===== src/logic/tmq_regs.svh =====
// Purpose: Register offsets, field positions and reset values of the timer block.
// Assumes: Eight-bit register port with a four-bit address.
// Notes: Definitions only; included by every file that decodes registers.
`ifndef TMQ_REGS_SVH
`define TMQ_REGS_SVH

// ----------------------------------------------------------------------------
// Register offsets
// ----------------------------------------------------------------------------
`define TMQ_OFF_CTRL_ONE 4'h0
`define TMQ_OFF_CTRL_TWO 4'h1
`define TMQ_OFF_CTRL_STATUS 4'h2
`define TMQ_OFF_CMP_HIGH 4'h3
`define TMQ_OFF_CMP_LOW 4'h4
`define TMQ_OFF_CNT_HIGH 4'h5
`define TMQ_OFF_CNT_LOW 4'h6
`define TMQ_OFF_IRQ_MASK 4'h7

// ----------------------------------------------------------------------------
// Field positions
// ----------------------------------------------------------------------------
`define TMQ_BIT_MATCH_LVL 0
`define TMQ_BIT_PEREND_LVL 1
`define TMQ_BIT_CMP_IE 6
`define TMQ_BIT_PWM_EN 4
`define TMQ_PSC_LSB 0
`define TMQ_PSC_MSB 1
`define TMQ_BIT_HALT 6
`define TMQ_BIT_CMP_FLAG 3
`define TMQ_BIT_PER_FLAG 5
`define TMQ_BIT_LOCK 0
`define TMQ_FLAG_CMP 0
`define TMQ_FLAG_PER 1

// ----------------------------------------------------------------------------
// Values
// ----------------------------------------------------------------------------
`define TMQ_SKIP_VALUE 16'hFFFC
`define TMQ_CNT_RESET 16'h0000
`define TMQ_CNT_TOP 16'hFFFF
`define TMQ_CNT_STEP 16'h0001
`define TMQ_CMP_RESET 16'hFFFF
`define TMQ_CMP_HIGH_RESET 8'hFF
`define TMQ_CTRL_RESET 8'h00
`define TMQ_MASK_RESET 8'hFF
`define TMQ_BYTE_ZERO 8'h00
`define TMQ_PSC_RESET 3'h0
`define TMQ_PSC_STEP 3'h1

`endif


===== src/logic/tmq_pkg.sv =====
// Purpose: Shared types of the timer block.
// Assumes: Nothing beyond SystemVerilog.
// Notes: Constants live in tmq_regs.svh; this package holds types only.
package tmq_pkg;

    // ------------------------------------------------------------------------
    // Types
    // ------------------------------------------------------------------------
    // Gray order along normal -> armed -> skip; skip -> normal changes both bits.
    typedef enum logic [1:0] {
        TMQ_PWM_NORMAL = 2'h0,
        TMQ_PWM_ARMED = 2'h1,
        TMQ_PWM_SKIP = 2'h3
    } tmq_pwm_state_type;

    typedef logic [7:0] tmq_byte_type;
    typedef logic [15:0] tmq_word_type;

endpackage : tmq_pkg


===== src/logic/tmq_prescaler.sv =====
// Purpose: Divides mclk into a one-cycle counter tick of 1, 1/2, 1/4 or 1/8.
// Assumes: sel is stable between writes; run low holds the divider at zero.
// Notes: Tick is combinational from the divider state, sel and run.
`include "tmq_regs.svh"

module tmq_prescaler (
    input wire logic mclk, // System clock.
    input wire logic reset, // Synchronous reset, active high.
    input wire logic run, // High while the timer counts.
    input wire logic [1:0] sel, // Divide select, 2**sel.
    output logic tick // One-cycle counting enable.
);

    logic [2:0] div_q;
    logic [2:0] sel_mask;

    // Mask of divider bits that must all be set for a tick.
    function automatic logic [2:0] div_mask(input logic [1:0] s);
        case (s)
            2'h0: div_mask = 3'h0;
            2'h1: div_mask = 3'h1;
            2'h2: div_mask = 3'h3;
            default: div_mask = 3'h7;
        endcase
    endfunction : div_mask

    assign sel_mask = div_mask(sel);

    // Divider restarts when halted so the first tick after enable is a full period.
    always_ff @(posedge mclk) begin
        if (reset || !run) begin
            div_q <= `TMQ_PSC_RESET;
        end else if (tick) begin
            div_q <= `TMQ_PSC_RESET;
        end else begin
            div_q <= div_q + `TMQ_PSC_STEP;
        end
    end

    assign tick = run && ((div_q & sel_mask) == sel_mask);

endmodule : tmq_prescaler


===== src/logic/tmq_sticky_flag.sv =====
// Purpose: One sticky event flag with write-one-to-clear and an optional lock.
// Assumes: Callers give single-cycle set, clear, lock and unlock strobes.
// Notes: A set in the clearing cycle wins; a locked flag ignores clears.
`include "tmq_regs.svh"

module tmq_sticky_flag (
    input wire logic mclk, // System clock.
    input wire logic reset, // Synchronous reset, active high.
    input wire logic set_evt, // Event that raises the flag.
    input wire logic clr_req, // Software clear strobe.
    input wire logic lock_evt, // Condition that freezes the flag.
    input wire logic unlock, // Condition that releases the lock.
    output logic flag, // Flag state, from a register.
    output logic locked // Lock state, from a register.
);

    logic flag_q;
    logic locked_q;

    // Lock is held until the releasing condition arrives.
    always_ff @(posedge mclk) begin
        if (reset) begin
            locked_q <= 1'b0;
        end else if (lock_evt) begin
            locked_q <= 1'b1;
        end else if (unlock) begin
            locked_q <= 1'b0;
        end
    end

    // Set has priority so no event is lost to a racing clear.
    always_ff @(posedge mclk) begin
        if (reset) begin
            flag_q <= 1'b0;
        end else if (set_evt) begin
            flag_q <= 1'b1;
        end else if (clr_req && !locked_q) begin
            flag_q <= 1'b0;
        end
    end

    assign flag = flag_q;
    assign locked = locked_q;

endmodule : tmq_sticky_flag


===== src/logic/tmq_timer16.sv =====
// What this block does
// - In PWM mode, loading FFFCh as the compare value makes the timer skip the next pulse.
// - In the skipped period the output holds one level chosen by the period-end level setting.
// - Halting the timer in the cycle of a compare event locks the compare flag until restart.
// - A locked flag with its interrupt enabled keeps the interrupt request high.
//
// Purpose: 16-bit timer with output compare, PWM output and its known quirks.
// Assumes: Eight-bit register port, single cycle strobes, read data one cycle later.
// Notes: The counter wraps at FFFFh; that wrap is the PWM period boundary.
//
// The strobed register port and the placing of the registers were left to the implementer.
`include "tmq_regs.svh"

module tmq_timer16 (
    input wire logic mclk, // System clock, 200 MHz.
    input wire logic reset, // Synchronous reset, active high.
    input wire logic [3:0] reg_addr, // Register address.
    input wire logic [7:0] reg_wdata, // Write data.
    input wire logic reg_wr, // Write strobe.
    input wire logic reg_rd, // Read strobe.
    output logic [7:0] reg_rdata, // Read data, valid the cycle after reg_rd.
    output logic pwm_out, // Compare / PWM output pin.
    output logic irq // Interrupt request, level.
);

    // ------------------------------------------------------------------------
    // Declarations
    // ------------------------------------------------------------------------
    tmq_pkg::tmq_byte_type timer_a_control_one_q;
    tmq_pkg::tmq_byte_type ctrl_two_q;
    tmq_pkg::tmq_byte_type irq_mask_q;
    tmq_pkg::tmq_byte_type rdata_q;
    tmq_pkg::tmq_byte_type rdata_d;
    tmq_pkg::tmq_byte_type compare_one_high_byte_q;
    tmq_pkg::tmq_word_type compare_one_value_q;
    tmq_pkg::tmq_word_type cmp_active_q;
    tmq_pkg::tmq_word_type count_q;
    tmq_pkg::tmq_pwm_state_type pwm_state_q;
    tmq_pkg::tmq_pwm_state_type pwm_state_d;
    logic timer_halt_bit_q;
    logic pwm_q;
    logic tick;
    logic pwm_mode;
    logic cmp_event;
    logic wrap_event;
    logic csr_wr;
    logic cmp_low_wr;
    logic halt_set;
    logic halt_clear;
    logic new_cmp_load;
    logic [1:0] flag_set;
    logic [1:0] flag_clr;
    logic [1:0] flag_lock;
    logic [1:0] flag_unlock;
    logic [1:0] flag_q;
    logic [1:0] flag_locked;
    logic [1:0] flag_mask;

    // Write hit for one register; shared by every register process.
    function automatic logic wr_hit(input logic wr, input logic [3:0] a,
                                    input logic [3:0] off);
        wr_hit = wr && (a == off);
    endfunction : wr_hit

    // ------------------------------------------------------------------------
    // Control registers
    // ------------------------------------------------------------------------
    assign csr_wr = wr_hit(reg_wr, reg_addr, `TMQ_OFF_CTRL_STATUS);
    assign cmp_low_wr = wr_hit(reg_wr, reg_addr, `TMQ_OFF_CMP_LOW);
    assign pwm_mode = ctrl_two_q[`TMQ_BIT_PWM_EN];

    // Control one holds the compare interrupt enable and both output levels.
    always_ff @(posedge mclk) begin
        if (reset) begin
            timer_a_control_one_q <= `TMQ_CTRL_RESET;
        end else if (wr_hit(reg_wr, reg_addr, `TMQ_OFF_CTRL_ONE)) begin
            timer_a_control_one_q <= reg_wdata;
        end
    end

    // Control two holds PWM mode and the prescaler select.
    always_ff @(posedge mclk) begin
        if (reset) begin
            ctrl_two_q <= `TMQ_CTRL_RESET;
        end else if (wr_hit(reg_wr, reg_addr, `TMQ_OFF_CTRL_TWO)) begin
            ctrl_two_q <= reg_wdata;
        end
    end

    // Interrupt mask, same layout as the flag bits of control/status.
    always_ff @(posedge mclk) begin
        if (reset) begin
            irq_mask_q <= `TMQ_MASK_RESET;
        end else if (wr_hit(reg_wr, reg_addr, `TMQ_OFF_IRQ_MASK)) begin
            irq_mask_q <= reg_wdata;
        end
    end

    // Halt bit; the counter sees the new value from the next clock on.
    always_ff @(posedge mclk) begin
        if (reset) begin
            timer_halt_bit_q <= 1'b0;
        end else if (csr_wr) begin
            timer_halt_bit_q <= reg_wdata[`TMQ_BIT_HALT];
        end
    end

    assign halt_set = csr_wr && reg_wdata[`TMQ_BIT_HALT] && !timer_halt_bit_q;
    assign halt_clear = csr_wr && !reg_wdata[`TMQ_BIT_HALT] && timer_halt_bit_q;

    // ------------------------------------------------------------------------
    // Compare value
    // ------------------------------------------------------------------------
    // High byte is staged; the low byte write commits the full 16-bit value,
    // so the comparator never sees a half-written word.
    always_ff @(posedge mclk) begin
        if (reset) begin
            compare_one_high_byte_q <= `TMQ_CMP_HIGH_RESET;
        end else if (wr_hit(reg_wr, reg_addr, `TMQ_OFF_CMP_HIGH)) begin
            compare_one_high_byte_q <= reg_wdata;
        end
    end

    always_ff @(posedge mclk) begin
        if (reset) begin
            compare_one_value_q <= `TMQ_CMP_RESET;
        end else if (cmp_low_wr) begin
            compare_one_value_q <= {compare_one_high_byte_q, reg_wdata};
        end
    end

    assign new_cmp_load = cmp_low_wr && pwm_mode
        && ({compare_one_high_byte_q, reg_wdata} == `TMQ_SKIP_VALUE);

    // In PWM mode the compare value takes effect at a period boundary, which
    // keeps each pulse glitch free; otherwise it follows the register at once.
    always_ff @(posedge mclk) begin
        if (reset) begin
            cmp_active_q <= `TMQ_CMP_RESET;
        end else if (!pwm_mode || wrap_event) begin
            cmp_active_q <= compare_one_value_q;
        end
    end

    // ------------------------------------------------------------------------
    // Counter
    // ------------------------------------------------------------------------
    tmq_prescaler u_prescaler (
        .mclk(mclk),
        .reset(reset),
        .run(!timer_halt_bit_q),
        .sel(ctrl_two_q[`TMQ_PSC_MSB:`TMQ_PSC_LSB]),
        .tick(tick)
    );

    // Counter holds its value while halted and resumes from there.
    always_ff @(posedge mclk) begin
        if (reset) begin
            count_q <= `TMQ_CNT_RESET;
        end else if (tick) begin
            count_q <= count_q + `TMQ_CNT_STEP;
        end
    end

    assign cmp_event = tick && (count_q == cmp_active_q);
    assign wrap_event = tick && (count_q == `TMQ_CNT_TOP);

    // ------------------------------------------------------------------------
    // PWM skip sequencing
    // ------------------------------------------------------------------------
    // A FFFCh load arms the skip; the following period loses its pulse.
    always_comb begin
        pwm_state_d = pwm_state_q;
        case (pwm_state_q)
            tmq_pkg::TMQ_PWM_NORMAL: begin
                if (new_cmp_load) begin
                    pwm_state_d = tmq_pkg::TMQ_PWM_ARMED;
                end
            end
            tmq_pkg::TMQ_PWM_ARMED: begin
                if (wrap_event) begin
                    pwm_state_d = tmq_pkg::TMQ_PWM_SKIP;
                end
            end
            tmq_pkg::TMQ_PWM_SKIP: begin
                if (wrap_event) begin
                    pwm_state_d = new_cmp_load ? tmq_pkg::TMQ_PWM_ARMED
                                               : tmq_pkg::TMQ_PWM_NORMAL;
                end
            end
            default: begin
                pwm_state_d = tmq_pkg::TMQ_PWM_NORMAL;
            end
        endcase
        if (!pwm_mode) begin
            pwm_state_d = tmq_pkg::TMQ_PWM_NORMAL;
        end
    end

    always_ff @(posedge mclk) begin
        if (reset) begin
            pwm_state_q <= tmq_pkg::TMQ_PWM_NORMAL;
        end else begin
            pwm_state_q <= pwm_state_d;
        end
    end

    // ------------------------------------------------------------------------
    // Output pin
    // ------------------------------------------------------------------------
    // In PWM mode the boundary drives the period-end level; a match drives the match level.
    // In the skipped period the match is ignored, so the pin stays at the
    // period-end level all period: fully on or fully off by the settings.
    always_ff @(posedge mclk) begin
        if (reset) begin
            pwm_q <= 1'b0;
        end else if (pwm_mode) begin
            if (wrap_event) begin
                pwm_q <= timer_a_control_one_q[`TMQ_BIT_PEREND_LVL];
            end else if (cmp_event && pwm_state_q != tmq_pkg::TMQ_PWM_SKIP) begin
                pwm_q <= timer_a_control_one_q[`TMQ_BIT_MATCH_LVL];
            end
        end else if (cmp_event) begin
            pwm_q <= timer_a_control_one_q[`TMQ_BIT_MATCH_LVL];
        end
    end

    assign pwm_out = pwm_q;

    // ------------------------------------------------------------------------
    // Status flags
    // ------------------------------------------------------------------------
    // Only the compare flag has the halt-race lock; the period flag never locks.
    assign flag_set[`TMQ_FLAG_CMP] = cmp_event;
    assign flag_set[`TMQ_FLAG_PER] = wrap_event;
    assign flag_clr[`TMQ_FLAG_CMP] = csr_wr && reg_wdata[`TMQ_BIT_CMP_FLAG];
    assign flag_clr[`TMQ_FLAG_PER] = csr_wr && reg_wdata[`TMQ_BIT_PER_FLAG];
    assign flag_lock[`TMQ_FLAG_CMP] = halt_set && cmp_event;
    assign flag_lock[`TMQ_FLAG_PER] = 1'b0;
    assign flag_unlock[`TMQ_FLAG_CMP] = halt_clear;
    assign flag_unlock[`TMQ_FLAG_PER] = 1'b0;
    assign flag_mask[`TMQ_FLAG_CMP] = irq_mask_q[`TMQ_BIT_CMP_FLAG];
    assign flag_mask[`TMQ_FLAG_PER] = irq_mask_q[`TMQ_BIT_PER_FLAG];

    generate
        for (genvar i = 0; i < 2; i++) begin : g_flag
            tmq_sticky_flag u_flag (
                .mclk(mclk),
                .reset(reset),
                .set_evt(flag_set[i]),
                .clr_req(flag_clr[i]),
                .lock_evt(flag_lock[i]),
                .unlock(flag_unlock[i]),
                .flag(flag_q[i]),
                .locked(flag_locked[i])
            );
        end
    endgenerate

    // ------------------------------------------------------------------------
    // Interrupt
    // ------------------------------------------------------------------------
    // A locked compare flag cannot be cleared, so with the enable set the
    // request stays high; software must drop the enable before halting.
    assign irq = (flag_q[`TMQ_FLAG_CMP] && flag_mask[`TMQ_FLAG_CMP]
                  && timer_a_control_one_q[`TMQ_BIT_CMP_IE])
                 || (flag_q[`TMQ_FLAG_PER] && flag_mask[`TMQ_FLAG_PER]);

    // ------------------------------------------------------------------------
    // Read port
    // ------------------------------------------------------------------------
    // Control/status also shows the lock in bit 0 for diagnosis.
    always_comb begin
        rdata_d = `TMQ_BYTE_ZERO;
        case (reg_addr)
            `TMQ_OFF_CTRL_ONE: rdata_d = timer_a_control_one_q;
            `TMQ_OFF_CTRL_TWO: rdata_d = ctrl_two_q;
            `TMQ_OFF_CTRL_STATUS: begin
                rdata_d[`TMQ_BIT_HALT] = timer_halt_bit_q;
                rdata_d[`TMQ_BIT_CMP_FLAG] = flag_q[`TMQ_FLAG_CMP];
                rdata_d[`TMQ_BIT_PER_FLAG] = flag_q[`TMQ_FLAG_PER];
                rdata_d[`TMQ_BIT_LOCK] = flag_locked[`TMQ_FLAG_CMP];
            end
            `TMQ_OFF_CMP_HIGH: rdata_d = compare_one_value_q[15:8];
            `TMQ_OFF_CMP_LOW: rdata_d = compare_one_value_q[7:0];
            `TMQ_OFF_CNT_HIGH: rdata_d = count_q[15:8];
            `TMQ_OFF_CNT_LOW: rdata_d = count_q[7:0];
            `TMQ_OFF_IRQ_MASK: rdata_d = irq_mask_q;
            default: rdata_d = `TMQ_BYTE_ZERO;
        endcase
    end

    // Read data stands only in the cycle after the strobe, zero otherwise.
    always_ff @(posedge mclk) begin
        if (reset) begin
            rdata_q <= `TMQ_BYTE_ZERO;
        end else if (reg_rd) begin
            rdata_q <= rdata_d;
        end else begin
            rdata_q <= `TMQ_BYTE_ZERO;
        end
    end

    assign reg_rdata = rdata_q;

endmodule : tmq_timer16


===== config.mk =====
export PLATFORM = sky130hd
export DESIGN_NAME = tmq_timer16
export DESIGN_NICKNAME = d
export VERILOG_FILES = /design/src/logic/tmq_pkg.sv /design/src/logic/tmq_prescaler.sv /design/src/logic/tmq_sticky_flag.sv /design/src/logic/tmq_timer16.sv
export VERILOG_INCLUDE_DIRS = /design/src /design/src/logic
export SDC_FILE = /design/constraint.sdc
export NUM_CORES = 1
export LEC_CHECK = 0
export ABC_AREA = 1
export BUFFER_PORTS_ARGS = -buffer_cell sky130_fd_sc_hd__buf_2
export CAP_MARGIN = 25
export CORE_MARGIN = 1.5
export CORE_UTILIZATION = 55
export CTS_CLUSTER_DIAMETER = 100
export CTS_CLUSTER_SIZE = 10
export DETAILED_ROUTE_END_ITERATION = 12
export PLACE_DENSITY = 0.77
export SYNTH_ARGS = -nofsm -noshare
export SYNTH_HDL_FRONTEND = slang
export SYNTH_SLANG_ARGS = --single-unit

===== constraint.sdc =====
create_clock -name mclk -period 3.75 [get_ports mclk]
set_input_delay 0.75 -clock mclk [delete_from_list [all_inputs] [get_ports mclk]]
set_output_delay 0.75 -clock mclk [all_outputs]
set_load 0.01 [all_outputs]

== Word-level counts from Yosys, hierarchy flattened ==
Cells that the tools add are included.

* Bitwise gates (word level): 3
* Add/subtract/negate cells: 2
* $lt $le $gt $ge: 0
* Mux-type cells: 22
* Divide/modulo/power cells: 0
* Shifts and indexed selects: 0
* Multiply operators: 0
* Eq/ne operators: 20
* Reduce and logical (&&, ||, !) cells: 42

{| class="wikitable"
|+ Operators by type and width
! kind !! count
|-
| 16-bit == test (second input constant) || 2
|-
| 1-bit logical AND || 23
|-
| 16-bit by 1-bit adder with 16-bit output (second input constant) || 1
|-
| 16-bit == test || 1
|-
| 4-bit by 3-bit == test with 1-bit output (second input constant) || 4
|-
| 1-bit case mux with 8 select lines || 2
|-
| 2-bit case mux with 8 select lines || 1
|-
| 1-bit case mux with 7 select lines || 2
|-
| 2-bit case mux with 7 select lines || 1
|-
| 1-bit 2-to-1 mux || 11
|-
| 3-bit case mux with 3 select lines || 1
|-
| 4-bit by 2-bit == test with 1-bit output (second input constant) || 2
|-
| 2-bit inequality test (second input constant) || 4
|-
| 2-bit nonzero test || 4
|-
| 2-bit 2-to-1 mux || 3
|-
| 2-bit case mux with 3 select lines || 1
|-
| 2-bit OR reduction || 3
|-
| 2-bit by 1-bit == test with 1-bit output (second input constant) || 2
|-
| 2-bit == test (second input constant) || 2
|-
| 4-bit by 1-bit == test with 1-bit output (second input constant) || 1
|-
| 1-bit zero test || 4
|-
| 2-bit zero test || 2
|-
| 4-bit zero test || 1
|-
| 3-bit by 1-bit adder with 3-bit output (second input constant) || 1
|-
| other kinds (7) || 10
|}

* Register bits: 98
* Bits in read-only memories: 0
* Logic and storage cells: 104
* Latch bits: 0
* Output and inout port bits: 10
* Memory bits (writable): 0
* Memories kept: 0

== Longest topological paths before layout ==
* Depth after elaboration: 10
* Depth in mapped cells: 14

== By module ==
Synthesis repeated with hierarchy kept, for this count alone.

* Cell total of the unflattened synthesis: 645
* Area total of the unflattened synthesis: 4694.5 um2

{| class="wikitable"
|+ By module, submodules not included
! module !! cells an instance !! times used !! area each (um2)
|-
| tmq_timer16 || 605 || 1 || 4403.0
|-
| tmq_sticky_flag || 10 || 2 || 75.1
|-
| tmq_prescaler || 20 || 1 || 141.4
|}

== Worst setup path after synthesis ==
OpenSTA, ideal clock, no wires.

* Path type: input to register
* From: input port reg_addr[2]
* To: register compare_one_value_q[14]
* Slack: 1935 ps
* Setup time: 123 ps
* Stages on the path: 8
* Arrival time: 1692 ps
* Cells stage by stage: inv_1 > nor2_2 > nand2_2 > nor2_4 > inv_1 > buf_2 > a21oi_1 > o21ai_0

* Cells in the longest elaborated chain, start to end: 2

{| class="wikitable"
|+ RTL lines
! what !! line !! source
|-
| start, declared || tmq_timer16.sv:17 || <nowiki>input wire logic [3:0] reg_addr,</nowiki>
|-
| 4-bit by 3-bit == test with 1-bit output || tmq_timer16.sv:62 || <nowiki>wr_hit = wr && (a == off);</nowiki>
|-
| 1-bit logical AND || tmq_timer16.sv:62 ||
|-
| end signal, assigned || tmq_timer16.sv:126 || <nowiki>compare_one_value_q <= `TMQ_CMP_RESET;</nowiki>
|-
| end signal, assigned || tmq_timer16.sv:128 || <nowiki>compare_one_value_q <= {compare_one_high_byte_q, reg_wdata};</nowiki>
|-
| end, declared || tmq_timer16.sv:35 || <nowiki>tmq_pkg::tmq_word_type compare_one_value_q;</nowiki>
|}

No other way between the ends.
A chain may end at the register's enable or synchronous reset.

==> summary.txt <==
Min path
  – Min-delay src: timer_a_control_one_q[3]$_SDFFE_PP0P_
  – Hold crit path type: register to register
  – Worst Hold Path EP: timer_a_control_one_q[3]$_SDFFE_PP0P_
  – Hold Crit Depth: 2

Route
  – Initial drt markers: 407
  – Avg Vias per Cell: 5.648
  – Total wire length: 11800 um
  – TritonRoute pass-1 iters: 6
  – Via count: 4174
  – DRC: 0
  – DR WL/cell: 15.96 um
  – Antenna Violating Nets Remaining: 0

Clock tree
  – TritonCTS Buffers: 9
  – Clock buffer depth: 2
  – Htree depth: 3
  – CTS root buffer: clkbuf_8
  – Worst-path clk slew: 0.09 ns
  – CTS tree: built
  – Clk Latency, worst-skew pair: 0.36 ns
  – Cts hold-fix bufs: 0
  – Post-CTS Setup Inserts: 0
  – # resized after CTS: 0
  – Clock Sinks: 98

Floorplan
  – Die width: 93.07 um
  – Core Region: 7807 um2
  – IO Count: 26
  – Height of the die: 93.07 um
  – # rows: 32
  – Initial core utilization: 57.15%
  – Die ar.: 8662 um2

Synth
  – Synth Area in Simple Gates: 22.88%
  – Post-synth top area cell: dfxtp_1
  – Synth top area share: 43.97%
  – Largest family of logic cells by synthesized area: simple AND/OR/NAND/NOR gates
  – Syn. warnings: 0
  – Synth Flop Type: dfxtp_1
  – Synth top area cells: dfxtp_1, nand2_1, inv_1, a21oi_1, o21ai_0
  – Async set-reset flop share out of synthesis: 0%
  – Unique cell type count in the Yosys netlist: 41
  – Adder-Cell Fraction of Synth Area: 0.5609%
  – Seq cells post-synth: 98
  – Synth Area in Compound Gates: 20.78%
  – Syn Nets: 630
  – Number of enable flip-flop cells after synthesis: 0
  – Syn_area_per_cell: 7.290 um2
  – Synthesized area: 4462 um2
  – Mux contribution to synthesized area: 0%
  – Register area share after synthesis: 43.97%
  – Post-synthesis cell count: 612
  – Post-synthesis xor/xnor area fraction: 1.374%

Layout
  – Fillers: 734
  – Share of layout cells above drive strength 1: 10.68%
  – Multi-input gate area: 2034 um2
  – Area growth from synthesis to layout: 8.553%
  – Fin cells: 739
  – Final core occ: 62.04%
  – ANT cells: 0
  – Final net count: 650
  – Register area: 1962 um2

Pwr
  – P_leak: 2.106 nW
  – Total Power: 1.961 mW
  – Power Dens Cells: 404.9 nW/um2
  – Maximum vdd drop: 0.0002352 V

Timing
  – Max-slew headroom: 51.59%
  – Hold Vio Cnt, Final: 0
  – Final Setup Violations: 0
  – Worst Skew: 0.009109 ns
  – Hold WS: 0.4544 ns
  – Slew @ Worst Pin: 0.7234 ns
  – Tcrit/Tclk final: 59.74%
  – Maximum clock frequency: 446.4 MHz
  – Clock period minus worst slack: 2.240 ns
  – RSZ-0062 raised after global routing: false
  – Slew Limit Fails: 0
  – Setup TNS: 0 ns

Critical path
  – Sequence of cells on the critical path: buf_2, clkinv_1, buf_4, o21ai_0, a21oi_1
  – Critical path peak fanout: 37
  – Reg2reg end: cmp_active_q[5]$_SDFFE_PP1P_
  – WP data required: 3.98 ns
  – Reg2reg start: u_prescaler.div_q[0]$_SDFF_PP0_
  – Startpoint Class: input pin
  – CP Capture Type: register
  – Crit path buf inv count: 3
  – Crit path kind: input pin to register
  – CP max stage cell: clkinv_1
  – Crit path max-delay family: buffers and inverters
  – Flop2flop setup slack: 1.61 ns
  – Slowest stage delay, CP: 0.59 ns
  – Cells on worst reg2reg path: 9
  – Arrival time of the worst setup path: 2.47 ns

GRT
  – Pin count of the biggest net entering global routing: 38
  – Overflow after GRT: 0
  – Vias in the first global route: 3849
  – Initial antenna violation count: 0
  – First-pass GRT wire length: 19480 um
  – GRT Total Usage: 29.33%

Place
  – RePlAce Congestion: 0.9102
  – I/O Buffers: 25
  – Placed cells: 723
  – Dpl hpwl: 8792 um

Status
  – Status: completed

Job
  – Total of max-cap violations: 0
## cells in the mapped netlist (2+ instances only)
master and n:
nand2_1 128, dfxtp_1 98, inv_1 93, a21oi_1 59
o21ai_0 51, nor2_1 41, nand3_1 27, o211ai_1 17
o22ai_1 17, buf_2 7, clkbuf_1 7, nor3_1 7
o21ai_2 7, nor4_1 6, xnor2_1 6, nor2_2 4
nor2_4 4, a31oi_1 3, nand2_2 3, nand4_1 3
buf_8 2, ha_1 2, nand3_2 2
## final cells by class
class,count,share of cell area (%)
clock inverter,7,1.912
sequential,98,40.51
clock buffer,9,2.557
inverter,96,7.492
multi-input combinational,400,42.00
tap,102,2.635
timing repair buffer,27,2.893
## tightest hold or removal path, stage by stage (launching register included)
cell and delay [ns]:
dfxtp_1 0.31, inv_1 0.06, a21oi_1 0.05
## cell usage in the layout (no fill, tap or decap), types with 4 or more instances in the layout
cell type / Yosys / routed
nand2_1: 128 / 128
dfxtp_1: 98 / 98
inv_1: 93 / 93
a21oi_1: 59 / 59
o21ai_0: 51 / 51
nor2_1: 41 / 41
nand3_1: 27 / 27
buf_2: 7 / 25
o211ai_1: 17 / 17
o22ai_1: 17 / 17
clkbuf_8: 0 / 9
nor3_1: 7 / 7
o21ai_2: 7 / 7
xnor2_1: 6 / 6
nor4_1: 6 / 6
nor2_2: 4 / 4
nor2_4: 4 / 4
## power by group
group	internal (mW)	leakage (nW)	switching, mW
logic	0.0412	1.20	0.0949
registers	1.06	0.795	0.0165
clock network	0.376	0.113	0.370
total	1.48	2.11	0.481
## metal layers
| metal | vias up | GRT usage [%] | routed length (um) |
|---|---|---|---|
| met4 | 0 | 12.63 | 530 |
| met3 | 46 | 7.480 | 798 |
| met2 | 168 | 44.95 | 5139 |
| met5 | - | 0 | 0 |
| met1 | 1905 | 39.11 | 5326 |
| li1 | 2055 | - | - |
## how the worst max path moves through the flow
stage                            from                               endpoint  depth (start not counted)
after floorplan           reg_addr[2]   compare_one_value_q[14]$_SDFFE_PP1N_                          8
after global placement          reset             ctrl_two_q[4]$_SDFFE_PP0P_                          5
after detailed placement        reset  timer_a_control_one_q[6]$_SDFFE_PP0P_                          5
after CTS                       reset  timer_a_control_one_q[6]$_SDFFE_PP0P_                          5
after global routing      reg_addr[2]             irq_mask_q[6]$_SDFFE_PP1P_                          8
final                           reset  timer_a_control_one_q[6]$_SDFFE_PP0P_                          5
## per-stage QoR
stage | area, um2 | setup slack (ns)
after floorplan | 4462 | 1.935
after global placement | 4627 | 1.274
after detailed placement | 4627 | 1.219
after CTS | 4843 | 1.595
after global routing | 4843 | 1.424
final | 4843 | 1.510
## sequential cells by signal, indices dropped and copies added (netlist names)
name                     count
pwm_out                      1
compare_one_high_byte_q      8
g_flag.u_flag.flag           2
pwm_state_q                  2
u_prescaler.div_q            3
ctrl_two_q                   8
timer_halt_bit_q             1
timer_a_control_one_q        8
reg_rdata                    8
g_flag.u_flag.locked         1
compare_one_value_q         16
count_q                     16
cmp_active_q                16
irq_mask_q                   8
## cell families (layout without fill, tap and decap cells)
kind of cell    count (synthesis)  after routing
fa+ha+maj                       2              2
simple gates                  229            229
buf+inv                       114            139
compound gates                162            162
xor+xnor                        7              7
flops                          98             98
(Power assumes the default switching activity.)
